### src/logic/wdt_map.svh
`ifndef WDT_MAP_SVH
`define WDT_MAP_SVH

// Timeout exponents per select code, in system clock cycles.
`define WDT_EXP_SEL0 5'd15
`define WDT_EXP_SEL1 5'd18
`define WDT_EXP_SEL2 5'd21
`define WDT_EXP_SEL3 5'd24
// Reset window after the interrupt timeout, in system clock cycles.
`define WDT_RESET_WINDOW 512
// Width of the main counter, enough for the longest timeout.
`define WDT_CNT_W 25
// Reset value of the timeout select field.
`define WDT_SEL_RESET 2'h0

`endif

### src/logic/wdt_pkg.sv
package wdt_pkg;
  // Phase of the watchdog sequence.
  typedef enum logic [1:0] {
    WD_OFF,
    WD_COUNT,
    WD_WINDOW,
    WD_FIRED
  } wd_state_type;
endpackage

### src/logic/wdt_window_counter.sv
`timescale 1ns/1ps
`include "wdt_map.svh"

// Counts the reset window and pulses done on its last cycle.
module wdt_window_counter #(
  parameter int WINDOW = `WDT_RESET_WINDOW
) (
  input wire logic mclk,
  input wire logic rst,
  input wire logic run,
  output logic done
);
  localparam int CW = $clog2(WINDOW + 1);
  logic [CW-1:0] cnt_r;

  // A one-cycle window would make its first and last cycle coincide.
  if (WINDOW < 2) begin : g_window_check
    $error("window too short");
  end

  // Counts while run is high, clears when it drops.
  always_ff @(posedge mclk or posedge rst) begin
    if (rst) begin
      cnt_r <= '0;
    end else if (!run) begin
      cnt_r <= '0;
    end else begin
      cnt_r <= cnt_r + 1'b1;
    end
  end

  assign done = run && (cnt_r == CW'(WINDOW - 1));
endmodule

### src/logic/system_watchdog_timer.sv
`timescale 1ns/1ps
`include "wdt_map.svh"

module system_watchdog_timer
  import wdt_pkg::*;
#(
  parameter int WINDOW = `WDT_RESET_WINDOW
) (
  input wire logic mclk,
  input wire logic rst,
  input wire logic wd_enable,
  input wire logic reset_enable,
  input wire logic irq_enable,
  input wire logic restart,
  input wire logic [1:0] timeout_select,
  input wire logic irq_clear,
  output logic irq,
  output logic sys_reset,
  output logic timeout_flag
);

  // The window counter needs two cycles at least to tell its first cycle from its last.
  if (WINDOW < 2) begin : g_window_check
    $error("reset window shorter than two cycles");
  end

  ////////////////////////////////////////////////////////////////////////
  // Timeout decode.

  // Maps a select code onto the terminal count of the main counter.
  function automatic logic [`WDT_CNT_W-1:0] term_count(input logic [1:0] sel);
    logic [4:0] e;
    e = `WDT_EXP_SEL0;
    unique case (sel)
      2'h0: e = `WDT_EXP_SEL0;
      2'h1: e = `WDT_EXP_SEL1;
      2'h2: e = `WDT_EXP_SEL2;
      2'h3: e = `WDT_EXP_SEL3;
    endcase
    term_count = (`WDT_CNT_W'(1) << e) - `WDT_CNT_W'(1);
  endfunction

  wd_state_type state_r;
  logic [`WDT_CNT_W-1:0] cnt_r;
  logic [`WDT_CNT_W-1:0] term;
  logic expire;
  logic window_done;
  logic irq_r;
  logic sys_reset_r;
  logic flag_r;

  // The terminal count follows the select code live, so a change in mid-count acts at once.
  assign term = term_count(timeout_select);
  assign expire = (state_r == WD_COUNT) && (cnt_r == term);

  ////////////////////////////////////////////////////////////////////////
  // Main counter; restart wins over counting so a late restart still rescues.

  always_ff @(posedge mclk or posedge rst) begin
    if (rst) begin
      cnt_r <= '0;
    end else if (!wd_enable || restart || state_r != WD_COUNT) begin
      cnt_r <= '0;
    end else begin
      cnt_r <= cnt_r + 1'b1;
    end
  end

  ////////////////////////////////////////////////////////////////////////
  // Sequence control.

  always_ff @(posedge mclk or posedge rst) begin
    if (rst) begin
      state_r <= WD_OFF;
    end else if (!wd_enable) begin
      state_r <= WD_OFF;
    end else if (restart && state_r != WD_FIRED) begin
      state_r <= WD_COUNT;
    end else begin
      unique case (state_r)
        WD_OFF: state_r <= WD_COUNT;
        WD_COUNT: if (expire) state_r <= WD_WINDOW;
        WD_WINDOW: if (window_done) state_r <= WD_FIRED;
        WD_FIRED: state_r <= WD_FIRED;
      endcase
    end
  end

  wdt_window_counter #(.WINDOW(WINDOW)) u_window (
    .mclk(mclk),
    .rst(rst),
    .run(state_r == WD_WINDOW && !restart),
    .done(window_done)
  );

  ////////////////////////////////////////////////////////////////////////
  // Sticky timeout flag and interrupt; a new timeout wins over a clear.

  always_ff @(posedge mclk or posedge rst) begin
    if (rst) begin
      flag_r <= 1'b0;
    end else if (expire) begin
      flag_r <= 1'b1;
    end else if (irq_clear) begin
      flag_r <= 1'b0;
    end
  end

  // The interrupt follows the next value of the flag, so a clear or a new timeout shows without lag.
  always_ff @(posedge mclk or posedge rst) begin
    if (rst) begin
      irq_r <= 1'b0;
    end else begin
      irq_r <= (flag_r || expire) && irq_enable && !(irq_clear && !expire);
    end
  end

  // Reset is held once fired; the system reset is expected to clear us via rst.
  always_ff @(posedge mclk or posedge rst) begin
    if (rst) begin
      sys_reset_r <= 1'b0;
    end else begin
      sys_reset_r <= reset_enable && (state_r == WD_FIRED || window_done);
    end
  end

  assign irq = irq_r;
  assign sys_reset = sys_reset_r;
  assign timeout_flag = flag_r;

  ////////////////////////////////////////////////////////////////////////
  // Checks.

  // Helper logic for the checks; it is kept apart from the window counter so that a fault there shows.
  localparam int AW = $clog2(WINDOW + 1);
  logic [AW-1:0] win_age_r;
  logic [4:0] chk_exp;
  logic [`WDT_CNT_W-1:0] chk_term;

  // Reference terminal count worked out arithmetically rather than through the decode function.
  assign chk_exp = `WDT_EXP_SEL0 + 5'(timeout_select) * (`WDT_EXP_SEL1 - `WDT_EXP_SEL0);
  assign chk_term = (`WDT_CNT_W'(1) << chk_exp) - `WDT_CNT_W'(1);

  // Age of the reset window in cycles; it saturates so a long window cannot wrap it.
  always_ff @(posedge mclk or posedge rst) begin
    if (rst) begin
      win_age_r <= '0;
    end else if (state_r == WD_WINDOW && win_age_r != AW'(WINDOW)) begin
      win_age_r <= win_age_r + 1'b1;
    end else if (state_r != WD_WINDOW) begin
      win_age_r <= '0;
    end
  end

  a_reset_timing: assert property (@(posedge mclk) disable iff (rst)
    (state_r == WD_WINDOW && !restart && wd_enable && reset_enable) |=>
      (sys_reset == (win_age_r == AW'(WINDOW))))
    else $error("reset not one full window after timeout");

  a_restart_clears: assert property (@(posedge mclk) disable iff (rst)
    (restart && wd_enable && state_r != WD_FIRED) |=> (cnt_r == '0 && state_r == WD_COUNT))
    else $error("restart did not clear counter");

  a_irq_gated: assert property (@(posedge mclk) disable iff (rst)
    !irq_enable |=> !irq)
    else $error("irq raised while disabled");

  a_expire_term: assert property (@(posedge mclk) disable iff (rst)
    (state_r == WD_COUNT) |-> (expire == (cnt_r == chk_term)))
    else $error("timeout at wrong count");

  a_flag_sets: assert property (@(posedge mclk) disable iff (rst)
    expire |=> flag_r)
    else $error("flag missed timeout");

  a_counter_runs: assert property (@(posedge mclk) disable iff (rst)
    (state_r == WD_COUNT && wd_enable && !restart && !expire) |=> cnt_r == $past(cnt_r) + 1'b1)
    else $error("counter stalled");

  a_window_fire: assert property (@(posedge mclk) disable iff (rst)
    (window_done && reset_enable) |=> sys_reset)
    else $error("no reset after window");

  a_no_early_reset: assert property (@(posedge mclk) disable iff (rst)
    (state_r == WD_COUNT) |=> !sys_reset)
    else $error("reset during count");

  // Once fired, the reset stands and restarts no longer help.
  a_reset_holds: assert property (@(posedge mclk) disable iff (rst)
    (state_r == WD_FIRED && wd_enable && reset_enable) |=> sys_reset)
    else $error("reset dropped after firing");

  a_restart_ignored: assert property (@(posedge mclk) disable iff (rst)
    (state_r == WD_FIRED && wd_enable) |=> (state_r == WD_FIRED))
    else $error("fired state left without reset");

  // A restart inside the window cancels the pending reset.
  a_window_rescue: assert property (@(posedge mclk) disable iff (rst)
    (state_r == WD_WINDOW && restart && wd_enable) |=> (state_r == WD_COUNT && !sys_reset))
    else $error("restart in window did not rescue");

  // Flag and interrupt behaviour.
  a_clear_flag: assert property (@(posedge mclk) disable iff (rst)
    (irq_clear && !expire) |=> !timeout_flag)
    else $error("flag not cleared");

  a_irq_follows: assert property (@(posedge mclk) disable iff (rst)
    irq_enable |=> (irq == timeout_flag))
    else $error("irq does not follow flag");

  // Enable handling of the free-running counter.
  a_count_start: assert property (@(posedge mclk) disable iff (rst)
    (state_r == WD_OFF && wd_enable) |=> (state_r == WD_COUNT && cnt_r == '0))
    else $error("counter did not start from zero");

  a_off_clears: assert property (@(posedge mclk) disable iff (rst)
    !wd_enable |=> (state_r == WD_OFF && cnt_r == '0))
    else $error("disabled watchdog kept counting");
endmodule

### config.mk
export PLATFORM = sky130hd
export DESIGN_NAME = system_watchdog_timer
export DESIGN_NICKNAME = d
export VERILOG_FILES = /design/src/logic/wdt_pkg.sv /design/src/logic/wdt_window_counter.sv /design/src/logic/system_watchdog_timer.sv
export VERILOG_INCLUDE_DIRS = /design/src /design/src/logic
export SDC_FILE = /design/constraint.sdc
export NUM_CORES = 1
export LEC_CHECK = 0
export BUFFER_PORTS_ARGS = -buffer_cell sky130_fd_sc_hd__buf_4
export CAP_MARGIN = 20
export CORE_AREA = 2 2 67 69
export DETAILED_ROUTE_END_ITERATION = 12
export DIE_AREA = 0 0 69 71
export GPL_TIMING_DRIVEN = 0
export PLACE_DENSITY = 0.66
export SYNTH_ARGS = -nofsm -noshare
export SYNTH_HDL_FRONTEND = slang
export SYNTH_SLANG_ARGS = --single-unit
### constraint.sdc
create_clock -name mclk -period 3.6 [get_ports mclk]
set_input_delay 0.36 -clock mclk [delete_from_list [all_inputs] [get_ports mclk]]
set_output_delay 0.36 -clock mclk [all_outputs]
set_load 0.02 [all_outputs]
Word-level counts from Yosys, hierarchy flattened:

Index checks and enable logic that the tools add are counted.

* add/sub/neg operators: 3
* equal/unequal tests: 12
* shift-type cells: 1
* multiplexer cells: 10
* reductions and logical operators: 20

Operators by type and width (number)
* $add 25x1->25 const B: 1
* $eq 25x25->1: 1
* $mux 25: 1
* $shl 1x5->25 const A: 1
* $sub 25x2->25 const B: 1
* $pmux 5 s4: 1
* $add 10x1->10 const B: 1
* $eq 10x9->1 const B: 1
* $mux 10: 1
* $eq 2x2->1 const B: 4
* $logic_and 1x1->1: 8
* $mux 2: 4
* $pmux 2 s4: 1
* $eq 2x1->1 const B: 2
* $logic_not 1->1: 4
* $logic_not 2->1: 2
* $logic_or 1x1->1: 4
* $ne 4x3->1 const B: 1
* $ne 4x4->1 const B: 1
* $mux 1: 2
* $ne 2x1->1 const B: 1
* $ne 2x2->1 const B: 1
* $reduce_and 2->1: 1
* $reduce_bool 2->1: 1

* register bits: 40
* input port bits: 9
* output and inout port bits: 3
* logic and storage cells: 52

Logic depth before layout (Yosys ltp):

* depth after elaboration: 10
* mapped depth: 6

By module:

Synthesis repeated with hierarchy kept, for this count alone.

* cells, all modules: 218
* area total of the unflattened synthesis: 2087.0 um^2

Modules (own cells, without submodules)
* system_watchdog_timer: times used 1, cells each 172, area an instance 1621.6 um^2, seq. area each 750.7 um^2
* wdt_window_counter: times used 1, cells each 46, area an instance 465.4 um^2, seq. area each 250.2 um^2

Worst setup path before layout:

OpenSTA, ideal clock, no wires.

* kind: register to register
* start: register cnt_r[8]
* end: register cnt_r[23]
* arrival: 1860 ps
* data required time: 3522 ps
* slack: 1662 ps
* stages on the path, launching flop included: 7
* buffers on the path: 2
* path through: dfrtp_1 -> nand4_4 -> or4_1 -> buf_2 -> buf_6 -> or4_1 -> a21oi_1

* word-level cells in the longest chain between the ends: 2

Ends and longest elaborated chain
* start: declaration: line system_watchdog_timer.sv:44 `` logic [`WDT_CNT_W-1:0] cnt_r; ``
* start signal: assignment: line system_watchdog_timer.sv:65 `cnt_r <= cnt_r + 1'b1;`
* $add 25x1->25: line system_watchdog_timer.sv:65
* $mux 25: line system_watchdog_timer.sv:62 `end else if (!wd_enable || restart || state_r != WD_COUNT) begin`

No other way between the ends.
A chain may end at the register's enable or synchronous reset.

Final worst setup path:

Same ends and word-level chain as after synthesis.

==> flow_summary.toml <==
[placement]
place.gp.congestion = 0.7968
detailed_place_hpwl_mm = 2.646
io_buffers = 10
pre_cts_slack_ns = 1.537

[global_routing]
antenna_found_initial = 0
grtUsageTotal_pct = 17.61
first_global_vias = 1561
grt_start_max_net_pins = 41
grt-ovfl-total = 0
grt_pass1_wl_mm = 6.934

[worst_setup_path]
cp-end-kind = "flop"
required_ns = 3.82
critical_path_arrival_ns = 2.30
critPathMaxFanout = 10
worst_setup_path_start_kind = "flop"
crit_type = "reg2reg"

[synth]
synth_top_area_share_pct = 49.32
ys_seq_area_share_pct = 49.32
synth_edf_count = 0
synth_fp_nets = 225
yosys_register_bits = 40
yosys-top-cells-area = "dfrtp_1, xnor2_1, nor2_1"
netlist_area_um2 = 2029
ys_warn_count = 0
synth-main-ff-cell = "dfrtp_1"
synthMostInstantiatedCell = "dfrtp_1"
syn_area_per_cell_um2 = 9.528
ys_types = 34
synth_common_cells = "dfrtp_1, nor2_1, xnor2_1"
syn_inst = 213
synthArstFlopShare_pct = 100.0
yosys.area.top_type = "dfrtp_1"

[timing]
fin_ws_ns = 1.525
hold_viol_final = 0
worst_slew_margin_rel_pct = 44.56
finalSetupViolations = 0
post-route-min-period_ns = 2.075
slew_viol_final = 0
fmax_mhz = 481.9
rsz0062_at_grt = "false"
worst_pin_slew_ns = 0.8304
tns_ns = 0
period_share_pct = 57.65
skew_ns = 0.009984

[clock_network]
postCtsSetupRepairBufs = 0
cts_buffers = 5
htree_levels = 2
tritoncts = "built"
hold_buffers = 0
cts_buffer_depth = 2
clockRootBuffer = "clkbuf_8"
cts_resized = 0
cts.sink_count = 40
clk_latency_ns = 0.29
clkTransAtPathRegs_ns = 0.08

[drt]
vias = 1596
drcViolationCount = 0
drt-vias-per-instance = 5.640
drt-total-wl_mm = 3.896
drt-wirelength-per-cell_um = 13.77
drt_pass1_iterations = 4
ant_nets = 0
drt_iter0_drc = 85

[pwr]
peakVddDrop_mv = 0.2438
power_density_nw_per_um2 = 381.0
p_leak_uw = 0.0008879

[job]
maxCapViolCount = 0

[final_layout]
fill_cells = 371
n_antenna_cell = 0
multi_input_area_um2 = 940.9
drive_gt1_share_pct = 9.957
nNetsFinal = 242
seqCellArea_um2 = 1001
area_growth_pct = 13.13

[status]
outcome = "completed"

[worst_hold_path]
hp-class = "in2async"

[floorplan]
die_width_um = 69
dieArea_um2 = 4899
io_pins = 12
initial_core_util_pct = 48.27
coreArea_um2 = 4204
die_h_um = 71
row_count = 24
[layer usage]
| metal | up-vias | track usage (%) | part of all wire (%) |
|---|---|---|---|
| li1 | 798 | - | - |
| met1 | 756 | 24.51 | 49 |
| met2 | 37 | 26.50 | 44 |
| met3 | 5 | 4.843 | 5.3 |
| met4 | 0 | 6.536 | 1.6 |
| met5 | - | 0 | 0 |
[cell type report]
type                            count  area share [%]
Sequential cell                    40           43.60
Timing Repair Buffer               10           3.270
Inverter                           11           1.798
Multi-Input combinational cell    152           40.98
Tap cell                           52           2.834
Clock buffer                        7           4.196
Buffer                             10           2.016
Clock inverter                      1           1.308
[placed cells by master (no fill, tap or decap), types with 2 or more instances in the layout]
cell,instances
buf_4,10
dfrtp_1,40
nor3_1,6
xnor2_1,15
clkbuf_1,8
ha_1,3
o2111ai_1,2
or4_1,8
a21oi_1,12
clkbuf_8,7
and3_1,2
or3_1,4
xor2_1,6
nor4_1,6
inv_1,10
nand4_1,8
nor2_1,31
o31ai_1,9
nand3_1,10
and4_1,2
o21ai_0,4
nand2_1,12
[sequential cells by signal, summed over array words and instances (netlist names)]
signal,flops
cnt_r,25
irq,1
state_r,2
sys_reset,1
timeout_flag,1
u_window.cnt_r,10
[kinds of logic (layout without fill, tap and decap cells)]
kind of cell / Yosys count / after routing / synth area share [%]
simple gates: 94 / 94 / 24.48
flops: 40 / 40 / 49.32
compound gates: 34 / 34 / 10.97
xor+xnor: 21 / 21 / 9.063
buf+inv: 21 / 39 / 4.315
fa+ha+maj: 3 / 3 / 1.850
[final timing paths]
path | start | endpoint | slack (ns) | cells past startpoint
setup / recovery | cnt_r[8] | cnt_r[23] | 1.52 | 6
hold / removal | rst | cnt_r[17] | 0.25 | 2
setup reg to reg | cnt_r[8] | cnt_r[23] | 1.52 | 6
hold reg to reg | u_window.cnt_r[0] | u_window.cnt_r[0] | 0.48 | 1
max in group asynchronous | rst | cnt_r[4] | 2.83 | 2
min in group mclk | irq_clear | irq | 0.26 | 2
[per-stage QoR]
step / cells / hold slack (ns) / total power [uW] / util (%) / instance area (um^2)
after CTS: 283 / 0.2502 / 888.4 / 54.61 / 2296
after detailed placement: 275 / 0.4757 / 489.0 / 51.61 / 2170
after global routing: 283 / 0.2412 / 908.9 / 54.61 / 2296
final: 283 / 0.2471 / 874.8 / 54.61 / 2296
after floorplan: 213 / 0.4463 / 475.9 / - / 2029
after global placement: 275 / 0.4738 / 488.8 / 51.61 / 2170
[report_power, final]
group | switching [uW] | internal, uW
Sequential | 1.50 | 450
Combinational | 18.9 | 8.79
Clock | 151 | 245
[worst max-delay path, stage by stage, from the launching register on]
cell and delay, ns:
dfrtp_1 0.46, nand4_4 0.17, or4_1 0.53, buf_2 0.17, buf_6 0.14, or4_1 0.39
a21oi_1 0.14
(Power assumes the default switching activity.)
